<file path="config.mk">
export PLATFORM = sky130hd
export DESIGN_NAME = bfp_core
export DESIGN_NICKNAME = d
export VERILOG_FILES = /design/src/bfp_pkg.sv /design/src/bfp_sync.sv /design/src/bfp_core.sv
export SDC_FILE = /design/constraint.sdc
export NUM_CORES = 1
export LEC_CHECK = 0
export BUFFER_PORTS_ARGS = -buffer_cell sky130_fd_sc_hd__buf_2
export CAP_MARGIN = 20
export CORE_MARGIN = 1
export CORE_UTILIZATION = 51
export DETAILED_ROUTE_END_ITERATION = 8
export HOLD_SLACK_MARGIN = 0.05
export PLACE_DENSITY = 0.74
export SYNTH_ARGS = -nofsm -noshare
export SYNTH_HDL_FRONTEND = slang
export SYNTH_SLANG_ARGS = --single-unit
</file>
<file path="constraint.sdc">
create_clock -name clk -period 5.1 [get_ports clk]
set_input_delay 0.51 -clock clk [delete_from_list [all_inputs] [get_ports clk]]
set_output_delay 0.51 -clock clk [all_outputs]
set_load 0.03 [all_outputs]
</file>
<file path="src/bfp_pkg.sv">
// Constants and carrier types for the buck fault-protection block.
// Assumes analog front ends deliver digitized codes on the switching clock.
`default_nettype none
package bfp_pkg;
    localparam int CODE_W = 10;
    // Sense codes: 1 lsb = 1 mV
    localparam logic [CODE_W-1:0] UV_MV = 10'h258;       // 600 mV
    localparam logic [CODE_W-1:0] OV_MV = 10'h3e8;       // 1000 mV
    localparam logic [CODE_W-1:0] DIS_MV = 10'h190;      // 400 mV
    localparam logic [CODE_W-1:0] MISS_MV = 10'h1f4;     // 500 mV
    localparam logic [CODE_W-1:0] PG_OUT_LO = 10'h2d0;   // 720 mV, -10%
    localparam logic [CODE_W-1:0] PG_OUT_HI = 10'h370;   // 880 mV, +10%
    localparam logic [CODE_W-1:0] PG_IN_LO = 10'h2f0;    // 752 mV, -6%
    localparam logic [CODE_W-1:0] PG_IN_HI = 10'h350;    // 848 mV, +6%
    localparam int CLK_HZ = 50000000;
    localparam int CAL_TIME_US = 5500;
    localparam int CAL_CYC = CAL_TIME_US * (CLK_HZ / 1000000);
    localparam int SS_TIME_US = 3500;
    localparam int SS_CYC = SS_TIME_US * (CLK_HZ / 1000000);
    localparam int OV_ARM_CYC = 64;
    localparam logic [1:0] OC_PERSIST = 2'h2;
    localparam int CNT_W = 20;

    typedef enum logic [2:0] {
        BFP_OFF = 3'h0,
        BFP_CAL = 3'h1,
        BFP_SS = 3'h2,
        BFP_RUN = 3'h3,
        BFP_OVDIS = 3'h4,
        BFP_LATCH = 3'h5
    } bfp_state_t;

    typedef struct packed {
        logic high_drive;
        logic low_drive;
    } bfp_drive_t;

    typedef struct packed {
        logic oc_latched;
        logic uv_latched;
        logic ov_latched;
        logic miss_res;
    } bfp_fault_t;
endpackage
`default_nettype wire

</file>
<file path="src/bfp_sync.sv">
// Three-stage input synchroniser with agreement filter for pin levels.
// Assumes a single clock; first stage feeds only the second.
`default_nettype none
module bfp_sync (
    input wire logic clk,
    input wire logic rst,
    input wire logic din,
    output var logic dout
);
    logic s1_q, s2_q, s3_q, out_q;
    always_ff @(posedge clk) begin
        if (rst) begin
            s1_q <= 1'b0;
            s2_q <= 1'b0;
            s3_q <= 1'b0;
            out_q <= 1'b0;
        end else begin
            s1_q <= din;
            s2_q <= s1_q;
            s3_q <= s2_q;
            if (s2_q == s3_q) begin
                out_q <= s3_q;
            end
        end
    end
    assign dout = out_q;
endmodule
`default_nettype wire

</file>
<file path="src/bfp_core.sv">
// Buck fault protection: calibration, OC/UV/OV latch-off, power-good.
// Assumes sense and drop codes are sampled on clk; rst is power-on reset.
`default_nettype none
module bfp_core #(
    parameter int CAL_CYCLES = bfp_pkg::CAL_CYC,
    parameter int SS_CYCLES = bfp_pkg::SS_CYC
) (
    input wire logic clk,
    input wire logic rst,
    input wire logic enable_pin,
    input wire logic [bfp_pkg::CODE_W-1:0] low_drive_oc_set_pin,
    input wire logic [bfp_pkg::CODE_W-1:0] low_side_drop,
    input wire logic period_end,
    input wire logic [bfp_pkg::CODE_W-1:0] output_sense_input,
    input wire logic [bfp_pkg::CODE_W-1:0] soft_start_level,
    input wire logic high_drive_req,
    input wire logic low_drive_req,
    output var logic cal_current_en,
    output var bfp_pkg::bfp_drive_t drive,
    output var bfp_pkg::bfp_fault_t faults,
    output var logic power_good_output_o,
    output var logic power_good_output_oe
);
    import bfp_pkg::*;

    bfp_state_t state_q, state_d;
    logic en_s;
    logic [CNT_W-1:0] cnt_q;
    logic [6:0] ov_cnt_q;
    logic [CODE_W-1:0] oc_ref_q;
    logic [1:0] oc_run_q;
    logic oc_arm_q, ov_arm_q, uv_arm_q, pg_q, pg_oe_q, cal_cur_q;
    logic pg_d;
    bfp_drive_t drive_q;
    bfp_fault_t fault_q;

    bfp_sync u_en_sync (.clk(clk), .rst(rst), .din(enable_pin), .dout(en_s));

    wire cal_done = (cnt_q == CNT_W'(CAL_CYCLES - 1));
    wire ss_done = (cnt_q == CNT_W'(SS_CYCLES - 1));
    wire miss_res = (low_drive_oc_set_pin > MISS_MV);
    wire oc_hit = oc_arm_q && period_end && low_drive_req && (low_side_drop > oc_ref_q);
    wire oc_trip = oc_hit && (oc_run_q == OC_PERSIST);
    wire uv_trip = uv_arm_q && (output_sense_input < UV_MV);
    wire ov_trip = ov_arm_q && (output_sense_input > OV_MV);
    wire switching = (state_q == BFP_SS) || (state_q == BFP_RUN);
    wire pg_outside = (output_sense_input < PG_OUT_LO) || (output_sense_input > PG_OUT_HI);
    wire pg_inside = (output_sense_input >= PG_IN_LO) && (output_sense_input <= PG_IN_HI);

    always_comb begin
        state_d = state_q;
        unique case (state_q)
            BFP_OFF: begin
                if (en_s) state_d = BFP_CAL;
            end
            BFP_CAL: begin
                if (ov_trip) state_d = BFP_OVDIS;
                else if (!en_s) state_d = BFP_OFF;
                else if (cal_done && !miss_res) state_d = BFP_SS;
            end
            BFP_SS, BFP_RUN: begin
                if (ov_trip) state_d = BFP_OVDIS;
                else if (oc_trip || uv_trip) state_d = BFP_LATCH;
                else if (!en_s) state_d = BFP_OFF;
                else if (state_q == BFP_SS && ss_done) state_d = BFP_RUN;
            end
            BFP_OVDIS: begin
                if (output_sense_input <= DIS_MV) state_d = BFP_LATCH;
            end
            BFP_LATCH: state_d = BFP_LATCH;
            default: state_d = BFP_LATCH;
        endcase
    end

    always_ff @(posedge clk) begin
        if (rst) begin
            state_q <= BFP_OFF;
            cnt_q <= '0;
        end else begin
            state_q <= state_d;
            cnt_q <= (state_d != state_q) ? '0 : cnt_q + 1'b1;
        end
    end

    // Calibration: test current on, code captured at phase end
    always_ff @(posedge clk) begin
        if (rst) begin
            oc_ref_q <= '0;
            cal_cur_q <= 1'b0;
        end else begin
            cal_cur_q <= (state_d == BFP_CAL);
            if (state_q == BFP_CAL && cal_done) oc_ref_q <= low_drive_oc_set_pin;
        end
    end

    // Protection arming
    always_ff @(posedge clk) begin
        if (rst) begin
            ov_cnt_q <= '0;
            ov_arm_q <= 1'b0;
            oc_arm_q <= 1'b0;
            uv_arm_q <= 1'b0;
            oc_run_q <= '0;
        end else begin
            if (state_q == BFP_OFF) begin
                ov_cnt_q <= '0;
                ov_arm_q <= 1'b0;
            end else if (ov_cnt_q != 7'(OV_ARM_CYC)) begin
                ov_cnt_q <= ov_cnt_q + 1'b1;
            end else begin
                ov_arm_q <= 1'b1;
            end
            if (!switching) oc_arm_q <= 1'b0;
            else if (soft_start_level > output_sense_input) oc_arm_q <= 1'b1;
            uv_arm_q <= (state_d == BFP_RUN);
            // Count consecutive period-end hits; a clean period resets
            if (period_end) oc_run_q <= oc_hit ? ((oc_run_q == OC_PERSIST) ? oc_run_q : oc_run_q + 1'b1) : '0;
        end
    end

    // Drivers and faults
    always_ff @(posedge clk) begin
        if (rst) begin
            drive_q <= '0;
            fault_q <= '0;
        end else begin
            drive_q.high_drive <= (state_d == BFP_SS || state_d == BFP_RUN) && high_drive_req;
            drive_q.low_drive <= (state_d == BFP_OVDIS) ||
                ((state_d == BFP_SS || state_d == BFP_RUN) && low_drive_req);
            if (switching && oc_trip && !ov_trip) fault_q.oc_latched <= 1'b1;
            if (switching && uv_trip && !ov_trip) fault_q.uv_latched <= 1'b1;
            if (state_d == BFP_OVDIS) fault_q.ov_latched <= 1'b1;
            // Sticky so a stalled calibration stays visible to the outside
            if (state_q == BFP_CAL && cal_done && miss_res) fault_q.miss_res <= 1'b1;
        end
    end

    // Power-good with hysteresis; open drain, pulled low when bad
    always_comb begin
        pg_d = pg_q;
        if (state_d != BFP_RUN) begin
            pg_d = 1'b0;
        end else if (state_q != BFP_RUN) begin
            pg_d = 1'b1;
        end else if (pg_outside) begin
            pg_d = 1'b0;
        end else if (pg_inside) begin
            pg_d = 1'b1;
        end
    end
    // Enable register holds the inverse of the good flag so the pin leaves a flop
    always_ff @(posedge clk) begin
        if (rst) begin
            pg_q <= 1'b0;
            pg_oe_q <= 1'b1;
        end else begin
            pg_q <= pg_d;
            pg_oe_q <= !pg_d;
        end
    end

    assign cal_current_en = cal_cur_q;
    assign drive = drive_q;
    assign faults = fault_q;
    assign power_good_output_o = 1'b0;
    assign power_good_output_oe = pg_oe_q;

    property p_latch_drv_off;
        @(posedge clk) disable iff (rst) (state_q == BFP_LATCH) |=> (drive_q == '0);
    endproperty
    a_latch_drv_off: assert property (p_latch_drv_off) else $error("drivers on while latched");
    property p_latch_sticky;
        @(posedge clk) disable iff (rst) (state_q == BFP_LATCH) |=> (state_q == BFP_LATCH);
    endproperty
    a_latch_sticky: assert property (p_latch_sticky) else $error("latch left");
    property p_ov_low_on;
        @(posedge clk) disable iff (rst) (switching && ov_trip) |=> drive_q.low_drive && !drive_q.high_drive;
    endproperty
    a_ov_low_on: assert property (p_ov_low_on) else $error("ov drive wrong");
    property p_ov_release;
        @(posedge clk) disable iff (rst)
            (state_q == BFP_OVDIS && output_sense_input <= DIS_MV) |=> (state_q == BFP_LATCH) ##1 !drive_q.low_drive;
    endproperty
    a_ov_release: assert property (p_ov_release) else $error("ov discharge end wrong");
    property p_uv_latch;
        @(posedge clk) disable iff (rst) (switching && uv_trip && !ov_trip) |=> (state_q == BFP_LATCH);
    endproperty
    a_uv_latch: assert property (p_uv_latch) else $error("uv not latched");
    property p_oc_latch;
        @(posedge clk) disable iff (rst) (switching && oc_trip && !ov_trip) |=> fault_q.oc_latched;
    endproperty
    a_oc_latch: assert property (p_oc_latch) else $error("oc not latched");
    // Drive flops load from the next state, so check them in the same cycle
    property p_cal_off;
        @(posedge clk) disable iff (rst) (state_q == BFP_CAL) |-> (drive_q == '0);
    endproperty
    a_cal_off: assert property (p_cal_off) else $error("drive during calibration");
    property p_pg_pre;
        @(posedge clk) disable iff (rst) (state_q != BFP_RUN) |-> power_good_output_oe;
    endproperty
    a_pg_pre: assert property (p_pg_pre) else $error("power-good early");
    property p_miss;
        @(posedge clk) disable iff (rst) (state_q == BFP_CAL && miss_res && en_s && !ov_trip) |=> (state_q == BFP_CAL);
    endproperty
    a_miss: assert property (p_miss) else $error("left calibration with missing resistor");
    property p_cal_cur;
        @(posedge clk) disable iff (rst) (state_q == BFP_CAL) |-> cal_current_en;
    endproperty
    a_cal_cur: assert property (p_cal_cur) else $error("test current off in calibration");
    property p_ref_hold;
        @(posedge clk) disable iff (rst) switching |=> $stable(oc_ref_q);
    endproperty
    a_ref_hold: assert property (p_ref_hold) else $error("overcurrent reference moved");
    property p_pg_drop;
        @(posedge clk) disable iff (rst) (state_q == BFP_RUN && pg_outside) |=> power_good_output_oe;
    endproperty
    a_pg_drop: assert property (p_pg_drop) else $error("power-good kept outside window");
    property p_pg_back;
        @(posedge clk) disable iff (rst)
            (state_q == BFP_RUN && state_d == BFP_RUN && pg_inside) |=> !power_good_output_oe;
    endproperty
    a_pg_back: assert property (p_pg_back) else $error("power-good held low inside window");

    c_run: cover property (@(posedge clk) disable iff (rst) state_q == BFP_SS ##1 state_q == BFP_RUN);
    c_ov: cover property (@(posedge clk) disable iff (rst) state_q == BFP_OVDIS);
    c_oc: cover property (@(posedge clk) disable iff (rst) fault_q.oc_latched);
    c_uv: cover property (@(posedge clk) disable iff (rst) fault_q.uv_latched);
endmodule
`default_nettype wire

</file>
== After elaboration in Yosys (flattened, before gate mapping) ==
Cells that the tools add are included.
Widths: inputs -> output; s select.

* Add/sub/neg operators: 3
* Magnitude comparators: 10
* Equality and inequality tests: 17
* Mux-type cells: 16
* Bitwise operators: 1
* Reduce and logical (&&, ||, !) cells: 31

{| class="wikitable"
|+ Operators by type and width
! cell !! count
|-
| $mux 3 || 9
|-
| $add 20x1->20 const B || 1
|-
| $eq 20x18->1 const B || 1
|-
| $eq 20x19->1 const B || 1
|-
| $gt 10x10->1 || 2
|-
| $gt 10x10->1 const B || 2
|-
| $lt 10x10->1 const B || 2
|-
| $logic_and 1x1->1 || 17
|-
| $eq 3x2->1 const B || 4
|-
| $pmux 3 s4 || 1
|-
| $ge 10x10->1 const B || 1
|-
| $gt 10x9->1 const B || 1
|-
| $le 10x10->1 const B || 1
|-
| $le 10x9->1 const B || 1
|-
| $reduce_or 2->1 || 4
|-
| $add 7x1->7 const B || 1
|-
| $ne 7x7->1 const B || 1
|-
| $eq 3x1->1 const B || 2
|-
| $eq 3x3->1 const B || 2
|-
| $ne 3x2->1 const B || 2
|-
| $logic_or 1x1->1 || 5
|-
| $mux 1 || 4
|-
| $mux 2 || 2
|-
| $logic_not 1->1 || 3
|-
| other kinds (8) || 8
|}

* Register bits: 58
* Bits of input ports: 46
* Word-level logic and storage cells: 99

== Longest topological paths before layout ==
* Word-level depth: 12
* Depth in mapped cells: 10
* Depth with buffers taken out: 10

== Hierarchy ==
From an unflattened synthesis, not the netlist that was laid out.

* Cell total of the unflattened synthesis: 359
* Area, all modules: 3,229.3 sq um

{| class="wikitable"
|+ By module, submodules not included
! module !! instances !! cells each !! area each (sq um) !! sequential area each (sq um)
|-
| bfp_core || 1 || 349 || 3,116.7 || 1,081.0
|-
| bfp_sync || 1 || 10 || 112.6 || 80.1
|}

== Worst setup path after synthesis ==
OpenSTA, ideal clock, no wires.

* Kind: input port to flip-flop
* From: input low_side_drop[5] (netlist name)
* To: register pg_oe_q, in the netlist power_good_output_oe
* Library setup time: 127 ps
* Arrival: 2,460 ps
* Required time: 4,973 ps
* Setup slack: 2,513 ps
* Cell stages on the path: 8
* Path buffers: 0
* Path through: ha_1 -> a21oi_1 -> o21ai_1 -> a2111oi_4 -> nor2_1 -> nor4_2 -> o21ai_1 -> or3_1

* Longest elaborated chain between the ends: 10

{| class="wikitable"
|+ RTL lines
! element !! RTL line !! source
|-
| start, declared || bfp_core.sv:12 || <nowiki>input wire logic [bfp_pkg::CODE_W-1:0] low_side_drop,</nowiki>
|-
| $gt 10x10->1 || bfp_core.sv:42 || <nowiki>wire oc_hit = oc_arm_q && period_end && low_drive_req && (low_side_drop > oc_ref_q);</nowiki>
|-
| $logic_and 1x1->1 || bfp_core.sv:42 ||
|-
| $logic_and 1x1->1 || bfp_core.sv:43 || <nowiki>wire oc_trip = oc_hit && (oc_run_q == OC_PERSIST);</nowiki>
|-
| $logic_or 1x1->1 || bfp_core.sv:63 || <nowiki>else if (oc_trip || uv_trip) state_d = BFP_LATCH;</nowiki>
|-
| $mux 3 || bfp_core.sv:63 ||
|-
| $mux 3 || bfp_core.sv:62 || <nowiki>if (ov_trip) state_d = BFP_OVDIS;</nowiki>
|-
| $pmux 3 s4 || bfp_core.sv:52 || <nowiki>unique case (state_q)</nowiki>
|-
| $ne 3x2->1 || bfp_core.sv:141 || <nowiki>if (state_d != BFP_RUN) begin</nowiki>
|-
| $mux 1 || bfp_core.sv:141 ||
|-
| $logic_not 1->1 || bfp_core.sv:158 || <nowiki>pg_oe_q <= !pg_d;</nowiki>
|-
| end signal, assigned || bfp_core.sv:158 ||
|-
| end, declared || bfp_core.sv:32 || <nowiki>logic oc_arm_q, ov_arm_q, uv_arm_q, pg_q, pg_oe_q, cal_cur_q;</nowiki>
|}

Every way passes these cells.
A chain may end at the register's enable or synchronous reset.

== Worst setup path after layout ==
* From: register cnt_q[18]
* To: register cnt_q[5]

* Longest elaborated chain between the ends: 9
* Elaborated cells between the ends (all ways): 14
* Classes of those cells: eq/ne (3); mux (8); reduce/logical (3)

{| class="wikitable"
|+ RTL lines
! element !! RTL line !! source
|-
| start, declared || bfp_core.sv:28 || <nowiki>logic [CNT_W-1:0] cnt_q;</nowiki>
|-
| start signal, assigned || bfp_core.sv:81 || <nowiki>cnt_q <= (state_d != state_q) ? '0 : cnt_q + 1'b1;</nowiki>
|-
| $eq 20x18->1 || bfp_core.sv:40 || <nowiki>wire ss_done = (cnt_q == CNT_W'(SS_CYCLES - 1));</nowiki>
|-
| $logic_and 1x1->1 || bfp_core.sv:65 || <nowiki>else if (state_q == BFP_SS && ss_done) state_d = BFP_RUN;</nowiki>
|-
| $mux 3 || bfp_core.sv:65 ||
|-
| $mux 3 || bfp_core.sv:64 || <nowiki>else if (!en_s) state_d = BFP_OFF;</nowiki>
|-
| $mux 3 || bfp_core.sv:63 ||
|-
| $mux 3 || bfp_core.sv:62 ||
|-
| $pmux 3 s4 * || bfp_core.sv:52 ||
|-
| $ne 3x3->1 * || bfp_core.sv:81 ||
|-
| $reduce_or 2->1 (no line) * || n/a ||
|}

Every way passes the cells marked *; elsewhere a longest branch is shown, timed or not.

==> impl_metrics.csv <==
group,metric,value,unit
place,placed_area,0.00344,sq mm
timing,period_minus_slack,3.13,ns
floorplanning,die_w,80.3,microns
power_and_ir_drop,vdd_drop_max,0.222,mV
setup_path,cp_cell_sequence,"or3b_1 > or4_4 > nor4_4 > and4bb_1 > nor3_1 > o21ai_1 > buf_4 > nor3_1",
timing,grt_setup_unrepaired,"false",
synthesis,syn-num-nets,432,
detailed_routing,vias,2737,
clock_tree,cts.sinks,58,
place,numPortBuffers,53,
synthesis,ys_warn_count,0,
timing,hold_viol,0,
floorplanning,coreArea,0.00592,sq mm
synthesis,synth_top_area_frac,0.372,
setup_path,critPathMaxFanout,21,
detailed_routing,route.met3.wl,286,microns
timing,relSlewSlack,0.299,
synthesis,synth.most_common_cell,"dfxtp_1",
timing,fmax,0.320,GHz
timing,tightest_slew,1.04,ns
synthesis,ys_seq_area_frac,0.372,
detailed_routing,top_layer_used,"met4",
synthesis,synth_edf_count,0,
status,outcome,"complete, no violations",
timing,min_period_over_period,0.613,
setup_path,path_class,"register to register",
place,dp_hpwl,4990,microns
global_routing,grt_pass1_wl,11100,microns
floorplanning,start_util,0.527,
setup_path,crit_required,5.27,ns
detailed_routing,final_antenna_net_count,0,
synthesis,synthTopCellsByArea,"dfxtp_1, ha_1, nor2_1, xor2_1, nor3_1",
power_and_ir_drop,power.density,262,mW/mm^2
detailed_routing,route.detailed.drc,0,
timing,fin_skew,0.00638,ns
clock_tree,cts-hold-fix-buffers,0,
setup_path,critPathTopFamily,"simple AND/OR/NAND/NOR gates",
timing,worst_slack,1.97,ns
clock_tree,clock_latency,0.32,ns
synthesis,ys.flop_type,"dfxtp_1",
finish,syn2layout_area_growth,16.5,%
detailed_routing,drt-met1-wl,3160,microns
synthesis,post-synth-top-area-cell,"dfxtp_1",
clock_tree,h-tree-depth,3,
detailed_routing,drtPass1Iterations,4,
global_routing,gr-total-overflow,0,
setup_path,max_stage_delay,0.79,ns
clock_tree,cts_buffers,9,
synthesis,async_flop_share,0,
hold_path,min_path_type,"input pin to register",
finish,nets,486,
place,post-place-ws,2.02,ns
synthesis,syn_avg_cell_area,8.63,sq um
finish,finish.instance_area,0.00364,sq mm
detailed_routing,drt-vias-per-instance,5.52,
synthesis,synth_area,0.00312,sq mm
clock_tree,cts_resized,0,
global_routing,grt_pass1_vias,2469,
power_and_ir_drop,p_leak,0.00153,uW
floorplanning,die_y,80.3,microns
timing,setup_viol,0,
clock_tree,cts_tree,"done",
setup_path,crit_arrival,3.29,ns
floorplanning,ios,55,
detailed_routing,route.met2.wl,3130,microns
clock_tree,cts.path.max_buffers,2,
timing,setup_tns,0,ns
synthesis,ys_seq_elements,58,
place,gp_congestion,0.871,
detailed_routing,wire_per_inst,13.5,microns
setup_path,critPathCaptureType,"register",
global_routing,grt_start_max_net_pins,26,
floorplanning,die_area,0.00644,sq mm
synthesis,yosysUniqueCellTypes,56,
finish,drive_above_1_share,0.181,
detailed_routing,drtIter0Drc,204,
job,max_cap_viol_count,0,
global_routing,track_usage,0.223,
global_routing,grt_antenna_before_repair,0,
timing,slew_viol_final,0,
detailed_routing,wl,6680,microns
clock_tree,root_buffer,"clkbuf_8",
setup_path,crit_top_cell,"nor3_1",
synthesis,ys_top_cells_by_count,"dfxtp_1, nor2_1, inv_1, ha_1, nor3_1",
synthesis,netlist_instances,362,
setup_path,crit_buf_inv,1,
clock_tree,clkSlewWorstSetupHoldPaths,0.06,ns
setup_path,startpoint_type,"register",
floorplanning,row_count,28,
finish,diodes,0,
setup_path,slowest_stage,"nor4_4",
clock_tree,cts_setup_buffers,0,
[metal layers]
metal / vias up / GRT usage
met5: - / 0
met4: 0 / 0.0893
met3: 8 / 0.0409
met2: 69 / 0.361
met1: 1269 / 0.293
li1: 1391 / -
[where the power goes]
part	switching [uW]	leakage [uW]	internal [uW]	total, uW
Clock	169	0.000101	252	421
Sequential	2.50	0.000468	456	459
Combinational	38.6	0.000960	32.9	71.5
Total	210	0.00153	742	951
[state kept, by name, indices dropped and copies added, names as in the netlist, 2 cells and up]
| name | count |
|---|---|
| cnt_q | 20 |
| drive | 2 |
| faults | 4 |
| oc_ref_q | 10 |
| oc_run_q | 2 |
| ov_cnt_q | 7 |
| state_q | 3 |
[cell type report]
type | count | area (sq um)
clock buffer | 14 | 163
multi-input combinational | 262 | 1800
fill | 546 | 2280
clock inverter | 2 | 35.0
tap | 75 | 93.8
inverter | 31 | 116
timing repair buffer | 54 | 273
sequential | 58 | 1160
[worst paths after layout]
kind,startpoint,end,slack (ns),cells past startpoint
worst max-delay path,cnt_q[18],cnt_q[5],1.97,8
worst max register to register,cnt_q[18],cnt_q[5],1.97,8
worst min-delay path,high_drive_req,drive[1],0.39,2
worst min register to register,u_en_sync.s1_q,u_en_sync.s2_q,0.43,1
[stage by stage]
| stage | util | std cells | hold slack (ns) | total power (uW) |
|---|---|---|---|---|
| after floorplan | - | 362 | 0.414 | 510 |
| after global placement | 0.581 | 480 | 0.416 | 538 |
| after detailed placement | 0.581 | 480 | 0.424 | 540 |
| after CTS | 0.614 | 496 | 0.387 | 960 |
| after global routing | 0.614 | 496 | 0.396 | 993 |
| final | 0.614 | 496 | 0.392 | 951 |
[logic make-up (layout without fill, tap and decap cells)]
group / Yosys count / in the layout / share of synthesized area
buf+inv: 42 / 101 / 0.0557
mux: 1 / 1 / 0.00321
other cells: 1 / 1 / 0.00120
flops: 58 / 58 / 0.372
compound gates: 59 / 59 / 0.130
fa+ha+maj: 26 / 26 / 0.103
xor+xnor: 25 / 25 / 0.0701
simple gates: 150 / 150 / 0.266
[cells in the final DEF (no fill, tap or decap), types with 3 or more instances in the layout]
cell type	Yosys	routed
xnor2_1	8	7
and3_1	9	9
clkbuf_1	4	3
and4_1	3	3
nand3_1	15	15
and2_1	4	4
buf_2	4	53
nand2b_1	7	7
nor2b_1	3	3
nor2_1	43	43
inv_1	31	31
a21o_1	4	4
nand2_1	12	12
o21ai_1	3	3
dfxtp_1	58	58
nor4b_1	3	3
nor4_1	6	6
o21ai_0	7	7
a21oi_1	23	23
nand4_1	6	6
a211oi_1	3	3
ha_1	24	24
clkbuf_8	0	11
nor3_1	24	24
xor2_1	17	17
(Power assumes the default switching activity.)
